[src/rtl/pdc_pkg.sv]
// Shared constants, settings layout and state encodings for the loop controller
package pdc_pkg;
  localparam int FB_W     = 8;
  localparam int FRAC_W   = 16;
  localparam int DIV_W    = 7;
  localparam int NUM_OUT  = 4;
  localparam int PEND_W   = 10;
  localparam int WB_AW    = 4;
  localparam int WB_DW    = 8;
  localparam int LOCK_WINDOWS = 8;

  // Sync vector positions
  localparam int SY_REF_A = 0;
  localparam int SY_REF_B = 1;
  localparam int SY_FB    = 2;
  localparam int SY_STEP  = 3;
  localparam int SY_N     = 4;

  // Reset values
  localparam logic [FB_W-1:0]    FB_INT_RESET  = 8'h01;
  localparam logic [FRAC_W-1:0]  FRAC_RESET    = 16'h0000;
  localparam logic [DIV_W-1:0]   DIV_RESET     = 7'h00;
  localparam logic [DIV_W-1:0]   PHASE_RESET   = 7'h00;
  localparam logic [NUM_OUT-1:0] CASCADE_RESET = 4'h0;

  // Configuration port addresses
  localparam logic [WB_AW-1:0] ADR_FB_INT  = 4'h0;
  localparam logic [WB_AW-1:0] ADR_FRAC_LO = 4'h1;
  localparam logic [WB_AW-1:0] ADR_FRAC_HI = 4'h2;
  localparam logic [WB_AW-1:0] ADR_DIV0    = 4'h3;
  localparam logic [WB_AW-1:0] ADR_PHASE1  = 4'h7;
  localparam logic [WB_AW-1:0] ADR_CASCADE = 4'ha;
  localparam logic [WB_AW-1:0] ADR_STATUS  = 4'hb;

  localparam logic PHASE_ADVANCE = 1'b1;

  typedef struct packed {
    logic [FB_W-1:0]                fb_int;
    logic [FRAC_W-1:0]              frac;
    logic [NUM_OUT-1:0][DIV_W-1:0]  div_code;
    logic [NUM_OUT-1:0][DIV_W-1:0]  phase_off;
    logic [NUM_OUT-1:0]             cascade;
  } pdc_settings_t;

  typedef struct packed {
    logic             cyc;
    logic             stb;
    logic             we;
    logic [WB_AW-1:0] adr;
    logic [WB_DW-1:0] dat;
  } pdc_wb_req_t;

  // Gray codes along seek, count, locked
  typedef enum logic [1:0] {
    LK_SEEK  = 2'b00,
    LK_COUNT = 2'b01,
    LK_LOCK  = 2'b11
  } pdc_lock_state_t;
endpackage : pdc_pkg

[src/rtl/pdc_divider.sv]
// Output divider with phase offset load and single-step phase adjust
`timescale 1ns/10ps
module pdc_divider #(
  parameter int W = pdc_pkg::DIV_W
) (
  // Clock, reset, enable
  input  wire logic         sys_clk,
  input  wire logic         reset,
  input  wire logic         clk_en,
  // Tick stream
  input  wire logic         tick_in,
  output logic              tick_out,
  // Settings
  input  wire logic [W-1:0] div_code,
  input  wire logic         load,
  input  wire logic [W-1:0] load_val,
  // Phase steps
  input  wire logic         step_adv,
  input  wire logic         step_ret,
  // Divided clock level
  output logic              clk_out
);
  localparam logic [W:0] INC0 = (W+1)'(0);
  localparam logic [W:0] INC1 = (W+1)'(1);
  localparam logic [W:0] INC2 = (W+1)'(2);

  logic [W-1:0] count_reg;
  logic [W-1:0] count_next;
  logic         adv_reg;
  logic         ret_reg;
  logic [W:0]   sum;
  logic [W:0]   half;
  logic         wrap;

  // Modulus is code+1, so any divide value 1..128 fits a 7-bit code
  always_comb begin
    sum  = {1'b0, count_reg} + (ret_reg ? INC0 : (adv_reg ? INC2 : INC1));
    half = ({1'b0, div_code} + INC1) >> 1;
    wrap = sum > {1'b0, div_code};
    if (div_code == '0) begin
      count_next = '0;
    end else if (wrap) begin
      count_next = W'(sum - {1'b0, div_code} - INC1);
    end else begin
      count_next = sum[W-1:0];
    end
  end

  assign tick_out = tick_in && ((div_code == '0) || wrap);

  // Counter; a reload restarts at the programmed offset, or at zero if it exceeds the code
  always_ff @(posedge sys_clk or posedge reset) begin
    if (reset) begin
      count_reg <= '0;
    end else if (clk_en) begin
      if (load) begin
        count_reg <= (load_val <= div_code) ? load_val : '0;
      end else if (tick_in) begin
        count_reg <= count_next;
      end
    end
  end

  // Pending steps; a new step wins over the tick that consumes the old one
  always_ff @(posedge sys_clk or posedge reset) begin
    if (reset) begin
      adv_reg <= 1'b0;
      ret_reg <= 1'b0;
    end else if (clk_en) begin
      adv_reg <= step_adv || (adv_reg && !tick_in);
      ret_reg <= step_ret || (ret_reg && !tick_in);
    end
  end

  // Divide by one can only show the tick itself as a level
  always_ff @(posedge sys_clk or posedge reset) begin
    if (reset) begin
      clk_out <= 1'b0;
    end else if (clk_en) begin
      if (div_code == '0) begin
        clk_out <= tick_in;
      end else if (tick_in && !load) begin
        clk_out <= {1'b0, count_next} < half;
      end
    end
  end

  property p_count_range;
    @(posedge sys_clk) disable iff (reset)
      !load |-> count_reg <= div_code;
  endproperty
  a_count_range: assert property (p_count_range) else $error("divider count out of range");

  property p_wrap;
    @(posedge sys_clk) disable iff (reset)
      (clk_en && tick_in && !load && !adv_reg && !ret_reg && div_code != '0
       && count_reg == div_code) |-> tick_out ##1 (count_reg == '0);
  endproperty
  a_wrap: assert property (p_wrap) else $error("divider did not wrap at code");

  property p_retard;
    @(posedge sys_clk) disable iff (reset)
      (clk_en && tick_in && !load && ret_reg && !step_ret)
      |=> (count_reg == $past(count_reg)) && !ret_reg;
  endproperty
  a_retard: assert property (p_retard) else $error("retard step not applied once");
endmodule : pdc_divider

[src/rtl/pdc_top.sv]
// Loop controller: reference selection, fractional tick synthesis, dividers, lock, config
`timescale 1ns/10ps
// Behaviour
// - Each output divider divides by any whole value from 1 to 128.
// - Output dividers can be chained so one output's divided ticks feed the next.
// - Each of the four outputs has its own divider and can run at its own rate.
// - Lock rises when the loop judges itself locked and falls on any loss of lock.
// - The two-bit select picks which output takes dynamic phase steps.
// - The direction input decides whether a step advances or retards that output.
// - Each toggle of the step input moves the selected output by one step; toggles before its next input tick merge into one.
// - The three secondary outputs take a programmed phase offset against the primary.
// - Phase may change at run time; a step on the feedback output may drop lock.
// - User logic may switch the loop between two reference sources while running.
// - Settings are rewritten at run time over a WISHBONE port that needs the embedded unit.
// - The loop supports fractional-N synthesis with 16 bits of fraction.
// - The feedback divider sets the multiple of the reference rate.
// - Reference and feedback can each come from a pin or from internal routing.
// - Every output can drive the global clock network or general routing.
module pdc_top #(
  parameter int LOCK_WINDOWS = pdc_pkg::LOCK_WINDOWS
) (
  // Clock, reset, enable
  input  wire logic                          sys_clk,
  input  wire logic                          reset,
  input  wire logic                          clk_en,
  // Reference and feedback
  input  wire logic                          reference_clock_in,
  input  wire logic                          reference_clock_alt_in,
  input  wire logic                          reference_internal_in,
  input  wire logic                          reference_source_switch,
  input  wire logic                          ref_from_internal,
  input  wire logic                          feedback_clock_in,
  input  wire logic                          fb_from_internal,
  // Dynamic phase
  input  wire logic [1:0]                    phase_output_select,
  input  wire logic                          phase_direction,
  input  wire logic                          phase_step_toggle,
  // WISHBONE configuration port
  input  wire logic                          embedded_function_unit_present,
  input  wire logic                          wb_cyc_i,
  input  wire logic                          wb_stb_i,
  input  wire logic                          wb_we_i,
  input  wire logic [pdc_pkg::WB_AW-1:0]     wb_adr_i,
  input  wire logic [pdc_pkg::WB_DW-1:0]     wb_dat_i,
  output logic      [pdc_pkg::WB_DW-1:0]     wb_dat_o,
  output logic                               wb_ack_o,
  // Output clocks and network steering
  input  wire logic [pdc_pkg::NUM_OUT-1:0]   out_to_global,
  output logic                               primary_clock_out,
  output logic                               secondary_clock_out_a,
  output logic                               secondary_clock_out_b,
  output logic                               secondary_clock_out_c,
  output logic      [pdc_pkg::NUM_OUT-1:0]   clk_global_out,
  output logic      [pdc_pkg::NUM_OUT-1:0]   clk_route_out,
  // Status
  output logic                               lock
);
  localparam int N   = pdc_pkg::NUM_OUT;
  localparam int AW  = pdc_pkg::PEND_W + pdc_pkg::FRAC_W;
  localparam logic [AW-1:0] TICK_ONE = AW'(1) << pdc_pkg::FRAC_W;

  logic [pdc_pkg::SY_N-1:0] sync1_reg;
  logic [pdc_pkg::SY_N-1:0] sync2_reg;
  logic                     ref_prev_reg;
  logic                     fb_prev_reg;
  logic                     step_prev_reg;
  logic [1:0]               src_prev_reg;
  logic                     ref_lvl;
  logic                     fb_lvl;
  logic                     ref_rise;
  logic                     fb_rise;
  logic                     step_evt;
  logic                     src_change;
  logic                     disturb;
  pdc_pkg::pdc_settings_t   set_reg;
  pdc_pkg::pdc_wb_req_t     req;
  logic                     hit;
  logic                     wr;
  logic                     load_reg;
  logic [pdc_pkg::WB_DW-1:0] rd_data;
  logic [AW-1:0]            acc_reg;
  logic [AW-1:0]            inc;
  logic                     vco_tick;
  logic [N-1:0]             tick_src;
  logic [N-1:0]             tick_o;
  logic [N-1:0]             out_clk;
  logic [N-1:0]             step_adv;
  logic [N-1:0]             step_ret;
  pdc_pkg::pdc_lock_state_t lk_state_reg;
  logic [7:0]               lock_cnt_reg;
  logic [1:0]               fb_cnt_reg;
  logic                     window_good;

  // Pins from other clocks pass two flops before anything looks at them
  always_ff @(posedge sys_clk or posedge reset) begin
    if (reset) begin
      sync1_reg <= '0;
      sync2_reg <= '0;
    end else if (clk_en) begin
      sync1_reg <= {phase_step_toggle, feedback_clock_in,
                    reference_clock_alt_in, reference_clock_in};
      sync2_reg <= sync1_reg;
    end
  end

  // Source muxing; internal sources are already on this clock
  assign ref_lvl = ref_from_internal ? reference_internal_in :
                   (reference_source_switch ? sync2_reg[pdc_pkg::SY_REF_B]
                                            : sync2_reg[pdc_pkg::SY_REF_A]);
  assign fb_lvl  = fb_from_internal ? out_clk[0] : sync2_reg[pdc_pkg::SY_FB];

  // Previous samples for edge and change detection
  always_ff @(posedge sys_clk or posedge reset) begin
    if (reset) begin
      ref_prev_reg  <= 1'b0;
      fb_prev_reg   <= 1'b0;
      step_prev_reg <= 1'b0;
      src_prev_reg  <= 2'h0;
    end else if (clk_en) begin
      ref_prev_reg  <= ref_lvl;
      fb_prev_reg   <= fb_lvl;
      step_prev_reg <= sync2_reg[pdc_pkg::SY_STEP];
      src_prev_reg  <= {ref_from_internal, reference_source_switch};
    end
  end

  assign ref_rise   = ref_lvl && !ref_prev_reg;
  assign fb_rise    = fb_lvl && !fb_prev_reg;
  assign step_evt   = sync2_reg[pdc_pkg::SY_STEP] ^ step_prev_reg;
  assign src_change = {ref_from_internal, reference_source_switch} != src_prev_reg;

  // Configuration slave; without the embedded unit nothing is acknowledged
  assign req = '{cyc: wb_cyc_i, stb: wb_stb_i, we: wb_we_i, adr: wb_adr_i, dat: wb_dat_i};
  assign hit = req.cyc && req.stb && embedded_function_unit_present && !wb_ack_o;
  assign wr  = hit && req.we;

  // Settings store; a write reloads dividers and drops lock
  always_ff @(posedge sys_clk or posedge reset) begin
    if (reset) begin
      set_reg <= '{fb_int: pdc_pkg::FB_INT_RESET, frac: pdc_pkg::FRAC_RESET,
                   div_code: {N{pdc_pkg::DIV_RESET}}, phase_off: {N{pdc_pkg::PHASE_RESET}},
                   cascade: pdc_pkg::CASCADE_RESET};
      load_reg <= 1'b0;
    end else if (clk_en) begin
      load_reg <= wr;
      if (wr) begin
        if (req.adr == pdc_pkg::ADR_FB_INT) begin
          set_reg.fb_int <= req.dat;
        end else if (req.adr == pdc_pkg::ADR_FRAC_LO) begin
          set_reg.frac[7:0] <= req.dat;
        end else if (req.adr == pdc_pkg::ADR_FRAC_HI) begin
          set_reg.frac[15:8] <= req.dat;
        end else if (req.adr >= pdc_pkg::ADR_DIV0 && req.adr < pdc_pkg::ADR_PHASE1) begin
          set_reg.div_code[2'(req.adr - pdc_pkg::ADR_DIV0)] <= req.dat[6:0];
        end else if (req.adr >= pdc_pkg::ADR_PHASE1 && req.adr < pdc_pkg::ADR_CASCADE) begin
          set_reg.phase_off[2'(req.adr - pdc_pkg::ADR_PHASE1) + 2'h1] <= req.dat[6:0];
        end else if (req.adr == pdc_pkg::ADR_CASCADE) begin
          set_reg.cascade <= req.dat[N-1:0];
        end
      end
    end
  end

  // Read mux; unmapped addresses read zero
  always_comb begin
    rd_data = '0;
    if (req.adr == pdc_pkg::ADR_FB_INT) begin
      rd_data = set_reg.fb_int;
    end else if (req.adr == pdc_pkg::ADR_FRAC_LO) begin
      rd_data = set_reg.frac[7:0];
    end else if (req.adr == pdc_pkg::ADR_FRAC_HI) begin
      rd_data = set_reg.frac[15:8];
    end else if (req.adr >= pdc_pkg::ADR_DIV0 && req.adr < pdc_pkg::ADR_PHASE1) begin
      rd_data = {1'b0, set_reg.div_code[2'(req.adr - pdc_pkg::ADR_DIV0)]};
    end else if (req.adr >= pdc_pkg::ADR_PHASE1 && req.adr < pdc_pkg::ADR_CASCADE) begin
      rd_data = {1'b0, set_reg.phase_off[2'(req.adr - pdc_pkg::ADR_PHASE1) + 2'h1]};
    end else if (req.adr == pdc_pkg::ADR_CASCADE) begin
      rd_data = {4'h0, set_reg.cascade};
    end else if (req.adr == pdc_pkg::ADR_STATUS) begin
      rd_data = {4'h0, fb_from_internal, ref_from_internal, reference_source_switch, lock};
    end
  end

  // One-cycle acknowledge, read data held until the next read
  always_ff @(posedge sys_clk or posedge reset) begin
    if (reset) begin
      wb_ack_o <= 1'b0;
      wb_dat_o <= '0;
    end else if (clk_en) begin
      wb_ack_o <= hit;
      if (hit && !req.we) begin
        wb_dat_o <= rd_data;
      end
    end
  end

  // Fractional tick credit: each reference edge adds N.F ticks, one drains per cycle
  assign inc      = {{(pdc_pkg::PEND_W - pdc_pkg::FB_W){1'b0}}, set_reg.fb_int, set_reg.frac};
  assign vco_tick = |acc_reg[AW-1:pdc_pkg::FRAC_W];
  always_ff @(posedge sys_clk or posedge reset) begin
    if (reset) begin
      acc_reg <= '0;
    end else if (clk_en) begin
      // Top bit blocks further credit so the pending count cannot wrap
      acc_reg <= acc_reg - (vco_tick ? TICK_ONE : '0)
                 + ((ref_rise && !acc_reg[AW-1]) ? inc : '0);
    end
  end

  // Per-output dividers, optionally fed from the previous one
  genvar i;
  generate
    for (i = 0; i < N; i++) begin : g_out
      if (i == 0) begin : g_first
        assign tick_src[i] = vco_tick;
      end else begin : g_chain
        assign tick_src[i] = set_reg.cascade[i] ? tick_o[i-1] : vco_tick;
      end
      assign step_adv[i] = step_evt && (phase_output_select == 2'(i))
                           && (phase_direction == pdc_pkg::PHASE_ADVANCE);
      assign step_ret[i] = step_evt && (phase_output_select == 2'(i))
                           && (phase_direction != pdc_pkg::PHASE_ADVANCE);
      pdc_divider #(.W(pdc_pkg::DIV_W)) u_div (
        .sys_clk  (sys_clk),
        .reset    (reset),
        .clk_en   (clk_en),
        .tick_in  (tick_src[i]),
        .tick_out (tick_o[i]),
        .div_code (set_reg.div_code[i]),
        .load     (load_reg),
        .load_val (set_reg.phase_off[i]),
        .step_adv (step_adv[i]),
        .step_ret (step_ret[i]),
        .clk_out  (out_clk[i])
      );
    end
  endgenerate

  assign primary_clock_out     = out_clk[0];
  assign secondary_clock_out_a = out_clk[1];
  assign secondary_clock_out_b = out_clk[2];
  assign secondary_clock_out_c = out_clk[3];

  // Network steering costs one cycle but keeps the outputs glitch free
  always_ff @(posedge sys_clk or posedge reset) begin
    if (reset) begin
      clk_global_out <= '0;
      clk_route_out  <= '0;
    end else if (clk_en) begin
      clk_global_out <= out_clk & out_to_global;
      clk_route_out  <= out_clk & ~out_to_global;
    end
  end

  // Config writes, reference source changes and feedback-output steps restart lock qualification
  assign disturb = wr || src_change ||
                   (step_evt && fb_from_internal && phase_output_select == 2'h0);
  assign window_good = (fb_cnt_reg == 2'h1 && !fb_rise) || (fb_cnt_reg == 2'h0 && fb_rise);

  // Feedback edges seen in the current reference period, saturating
  always_ff @(posedge sys_clk or posedge reset) begin
    if (reset) begin
      fb_cnt_reg <= 2'h0;
    end else if (clk_en) begin
      if (ref_rise) begin
        fb_cnt_reg <= 2'h0;
      end else if (fb_rise && fb_cnt_reg != 2'h3) begin
        fb_cnt_reg <= fb_cnt_reg + 2'h1;
      end
    end
  end

  // Lock needs a run of clean reference periods; one bad period drops it
  always_ff @(posedge sys_clk or posedge reset) begin
    if (reset) begin
      lk_state_reg <= pdc_pkg::LK_SEEK;
      lock_cnt_reg <= 8'h00;
      lock         <= 1'b0;
    end else if (clk_en) begin
      if (disturb) begin
        lk_state_reg <= pdc_pkg::LK_SEEK;
        lock_cnt_reg <= 8'h00;
        lock         <= 1'b0;
      end else if (ref_rise) begin
        unique case (lk_state_reg)
          pdc_pkg::LK_SEEK: begin
            lk_state_reg <= pdc_pkg::LK_COUNT;
            lock_cnt_reg <= 8'h00;
          end
          pdc_pkg::LK_COUNT: begin
            if (!window_good) begin
              lock_cnt_reg <= 8'h00;
            end else if (lock_cnt_reg == 8'(LOCK_WINDOWS - 1)) begin
              lk_state_reg <= pdc_pkg::LK_LOCK;
              lock         <= 1'b1;
            end else begin
              lock_cnt_reg <= lock_cnt_reg + 8'h01;
            end
          end
          pdc_pkg::LK_LOCK: begin
            if (!window_good) begin
              lk_state_reg <= pdc_pkg::LK_SEEK;
              lock         <= 1'b0;
            end
          end
          default: begin
            lk_state_reg <= pdc_pkg::LK_SEEK;
            lock         <= 1'b0;
          end
        endcase
      end
    end
  end

  property p_wb_ack;
    @(posedge sys_clk) disable iff (reset)
      (clk_en && hit) |=> wb_ack_o ##1 (!wb_ack_o || !$past(clk_en));
  endproperty
  a_wb_ack: assert property (p_wb_ack) else $error("config access not acknowledged once");

  property p_no_efu;
    @(posedge sys_clk) disable iff (reset)
      (clk_en && !embedded_function_unit_present) |=> !wb_ack_o;
  endproperty
  a_no_efu: assert property (p_no_efu) else $error("ack without embedded unit");

  property p_lock_drop;
    @(posedge sys_clk) disable iff (reset)
      (clk_en && disturb) |=> !lock && lk_state_reg == pdc_pkg::LK_SEEK;
  endproperty
  a_lock_drop: assert property (p_lock_drop) else $error("lock kept after disturbance");

  property p_lock_rise;
    @(posedge sys_clk) disable iff (reset)
      $rose(lock) |-> $past(lock_cnt_reg) == 8'(LOCK_WINDOWS - 1) && $past(window_good);
  endproperty
  a_lock_rise: assert property (p_lock_rise) else $error("lock rose without full run");

  property p_step_route;
    @(posedge sys_clk) disable iff (reset)
      step_evt |-> ((step_adv | step_ret) == (4'h1 << phase_output_select))
                   && ((step_adv != '0) == (phase_direction == pdc_pkg::PHASE_ADVANCE));
  endproperty
  a_step_route: assert property (p_step_route) else $error("phase step misrouted");

  property p_step_once;
    @(posedge sys_clk) disable iff (reset)
      (clk_en && step_evt) ##1 (clk_en && $stable(sync2_reg[pdc_pkg::SY_STEP])) |-> !step_evt;
  endproperty
  a_step_once: assert property (p_step_once) else $error("one toggle gave two steps");

  property p_nco;
    @(posedge sys_clk) disable iff (reset)
      (clk_en && ref_rise && !acc_reg[AW-1] && !vco_tick)
      |=> acc_reg == $past(acc_reg) + $past(inc);
  endproperty
  a_nco: assert property (p_nco) else $error("reference edge did not add N.F credit");
endmodule : pdc_top

[config.mk]
export PLATFORM = sky130hd
export DESIGN_NAME = pdc_top
export DESIGN_NICKNAME = d
export VERILOG_FILES = /design/src/rtl/pdc_pkg.sv /design/src/rtl/pdc_divider.sv /design/src/rtl/pdc_top.sv
export SDC_FILE = /design/constraint.sdc
export NUM_CORES = 1
export LEC_CHECK = 0
export BUFFER_PORTS_ARGS = -buffer_cell sky130_fd_sc_hd__buf_2
export CAP_MARGIN = 20
export CORE_MARGIN = 5
export CORE_UTILIZATION = 60
export CTS_CLUSTER_DIAMETER = 60
export CTS_CLUSTER_SIZE = 30
export DETAILED_ROUTE_END_ITERATION = 10
export PLACE_DENSITY_LB_ADDON = 0.2
export SLEW_MARGIN = 25
export SYNTH_ARGS = -nofsm -noshare
export SYNTH_HDL_FRONTEND = slang
export SYNTH_SLANG_ARGS = --single-unit
[constraint.sdc]
create_clock -name sys_clk -period 8.4 [get_ports sys_clk]
set_clock_uncertainty 0.1 [all_clocks]
set_input_delay 0.84 -clock sys_clk [delete_from_list [all_inputs] [get_ports sys_clk]]
set_output_delay 0.84 -clock sys_clk [all_outputs]
set_load 0.005 [all_outputs]
==> out/metrics.yaml <==
area_growth_pct: 7.710
largest_reg_flops: 60
tns_ps: 0
synth_edf_count: 0
arrival_ps: 5010
stdcell_count: 1928
finalWorstSetupSlack_ps: 3674
yosys_warnings: 0
cts_sinks: 194
antenna_found_initial: 1
ys_seq_area_frac: 0.3274
powerDensity_nw_per_um2: 300.4
vias_per_cell: 6.189
cts_setup_buffers: 0
clkSlewWorstSetupHoldPaths_ps: 80
cts-resized-gates: 0
endpoint: "g_out[0].u_div.clk_out"
maxCapViolCount: 0
rows: 57
synthFlopType: "dfrtp_1"
cts_tree: "yes"
postCtsHoldBufs: 0
worstMarginPinSlew_ps: 890.3
clock_path_buffers: 2
final_common_cell: "dfrtp_1"
drive_gt1_frac: 0.1609
grt_pass1_wl_mm: 62.45
die_h_um: 167.2
htree_levels: 4
cp-startpoint: "g_out[0].u_div.adv_reg"
place_congestion: 0.9543
ant_nets: 0
drt_wl_total_mm: 38.78
grt_pass1_vias: 11770
clkLatencyLatePin_ps: 450
worst_hold_path_type: "reg2reg"
ir_worst_vdd_mv: 0.3575
worstSetupPathType: "reg2reg"
initial_utilization: 0.6099
slew_headroom: 0.4065
endpoint_kind: "flop"
crit_fanout: 9
required_ps: 8680
max_freq_mhz: 211.6
ios: 56
dpl.hpwl_mm: 29.59
status: "complete, no violations"
placed_cells: 1895
mostFrequentLayoutCells: "dfrtp_1 (193), ha_1 (160), inv_1 (149)"
grt_util_all_layers: 0.2766
reg2reg_to: "g_out[0].u_div.clk_out"
critPathLaunchType: "flop"
postSynthCellCount: 1558
numCtsBuffers: 17
rsz0062_at_grt: "no"
r2r_start: "g_out[0].u_div.adv_reg"
drc: 0
design.die.area_um2: 27960
post-route-period-util: 0.5626
wire_per_inst_um: 20.11
hold_viol_final: 0
core_um2: 24320
grt_max_degree: 128
synth-seq-cells: 194
synth_nets: 1761
firstDrtPassIters: 5
die_w_um: 167.2
syn_area_um2: 14830
worstRegToRegCells: 18
layout.nets: 1793
synth_cell_type_count: 91
ctsRootBufferMaster: "clkbuf_16"
vias: 11930
grt_overflow: 0
fillCellCount: 1998
setup_viol: 0
pre_cts_ws_ps: 3664
first_iter_violations: 969
period_minus_slack_ps: 4726
portBuffers: 55
slew_viol_final: 0
leakage_nw: 7.715
syn_avg_cell_area_um2: 9.520
rrSetupSlack_ps: 3670
async_flop_share: 1.000
-- worst max-delay path: stages (launching register included) --
cell and delay [ps]:
dfrtp_1 380, nor2b_1 270, ha_1 280, a21o_2 220, nand4_1 110, xnor2_1 150, ha_1 310, and4_1 240
o21ai_1 110, o211ai_2 140, a32oi_4 510, mux2i_1 310, nor2_1 100, ha_1 360, a21o_1 190, a21o_1 160
a2111oi_0 440, o311ai_1 180, nand2_1 90
-- Yosys cell counts (8+ instances only) --
master       n  share of area
o2bb2ai_1   11         0.0065
o21ai_0     76          0.026
o211ai_1    10         0.0051
a21o_1      28          0.014
mux2_4      14          0.014
and3_1      13         0.0055
nand3_1     38          0.013
nand4_1     22         0.0093
nor3_1      25         0.0084
nor2_1      85          0.022
xor2_1      25          0.015
nor2b_1     23         0.0097
fa_1         9          0.012
o21a_1       8         0.0040
nand2_1    147          0.037
inv_1      150          0.038
o21bai_1     8         0.0040
xnor2_1     55          0.032
a21oi_1     78          0.026
mux4_2      14          0.021
ha_1       160           0.13
clkbuf_1    39         0.0099
dfrtp_1    193           0.33
nand2b_1    12         0.0051
a32o_1       8         0.0054
and2_1      18         0.0076
mux2_2     100          0.076
mux2i_1     23          0.016
a31oi_1     13         0.0055
or3_1       16         0.0067
-- where the power goes --
| group | leakage [nW] | total, mW | internal [mW] | switching [mW] |
|---|---|---|---|---|
| sequential | 2.56 | 1.24 | 1.09 | 0.145 |
| clock | 0.290 | 0.825 | 0.409 | 0.416 |
| combinational | 4.86 | 2.74 | 1.22 | 1.51 |
| total | 7.72 | 4.80 | 2.73 | 2.07 |
-- area by class of cell --
| cell class | count | area (µm²) | area share |
|---|---|---|---|
| clock inverters | 14 | 161.4 | 0.01010 |
| repair buffers | 59 | 305.3 | 0.01911 |
| clock buffers | 18 | 439.2 | 0.02749 |
| inverters | 151 | 574.3 | 0.03595 |
| well taps | 324 | 405.4 | 0.02538 |
| flip-flops and latches | 194 | 4856 | 0.3040 |
| diodes | 1 | 2.502 | 0.0001566 |
| multi-input cells | 1167 | 9231 | 0.5779 |
-- how the worst min path moves through the flow --
| stage | cells after the start | end | slack (ps) | start |
|---|---|---|---|---|
| floorplan | 1 | g_out[2].u_div.adv_reg | 360 | g_out[2].u_div.adv_reg |
| global placement | 2 | wb_dat_o[0] | 360 | wb_dat_o[0] |
| detailed placement | 2 | wb_dat_o[3] | 370 | wb_dat_o[3] |
| CTS | 2 | wb_dat_o[3] | 380 | wb_dat_o[3] |
| global route | 1 | clk_global_out[1] | 400 | clk_global_out[1] |
| finish | 2 | wb_dat_o[3] | 380 | wb_dat_o[3] |
-- cells by family after synthesis --
logic type,share of synthesized area
and+or+nand+nor,0.1425
AOI/OAI and AO/OA,0.1539
buffers and inverters,0.05045
DFF,0.3274
adders and majority gates,0.1471
muxes,0.1314
xor gates and xnor gates,0.04724
-- metal layers --
metal | vias up | share of wire | global-route usage | wire length (µm)
met2 | 353 | 0.47 | 0.4547 | 18410
met5 | - | 0.00028 | 0 | 11
met4 | 2 | 0.036 | 0.1059 | 1393
met1 | 5849 | 0.43 | 0.3623 | 16740
met3 | 91 | 0.057 | 0.05776 | 2214
li1 | 5637 | - | - | -
-- through the flow --
step / instance area [µm²] / util / power [mW] / hold slack (ps)
finish: 15980 / 0.6569 / 4.799 / 377.0
global route: 15970 / 0.6568 / 5.189 / 400.3
CTS: 15970 / 0.6566 / 4.781 / 384.0
detailed placement: 15370 / 0.6319 / 3.937 / 365.8
global placement: 15370 / 0.6319 / 3.862 / 359.2
floorplan: 14830 / - / 3.372 / 364.7
No activity file was read; power rests on OpenSTA's default activity.
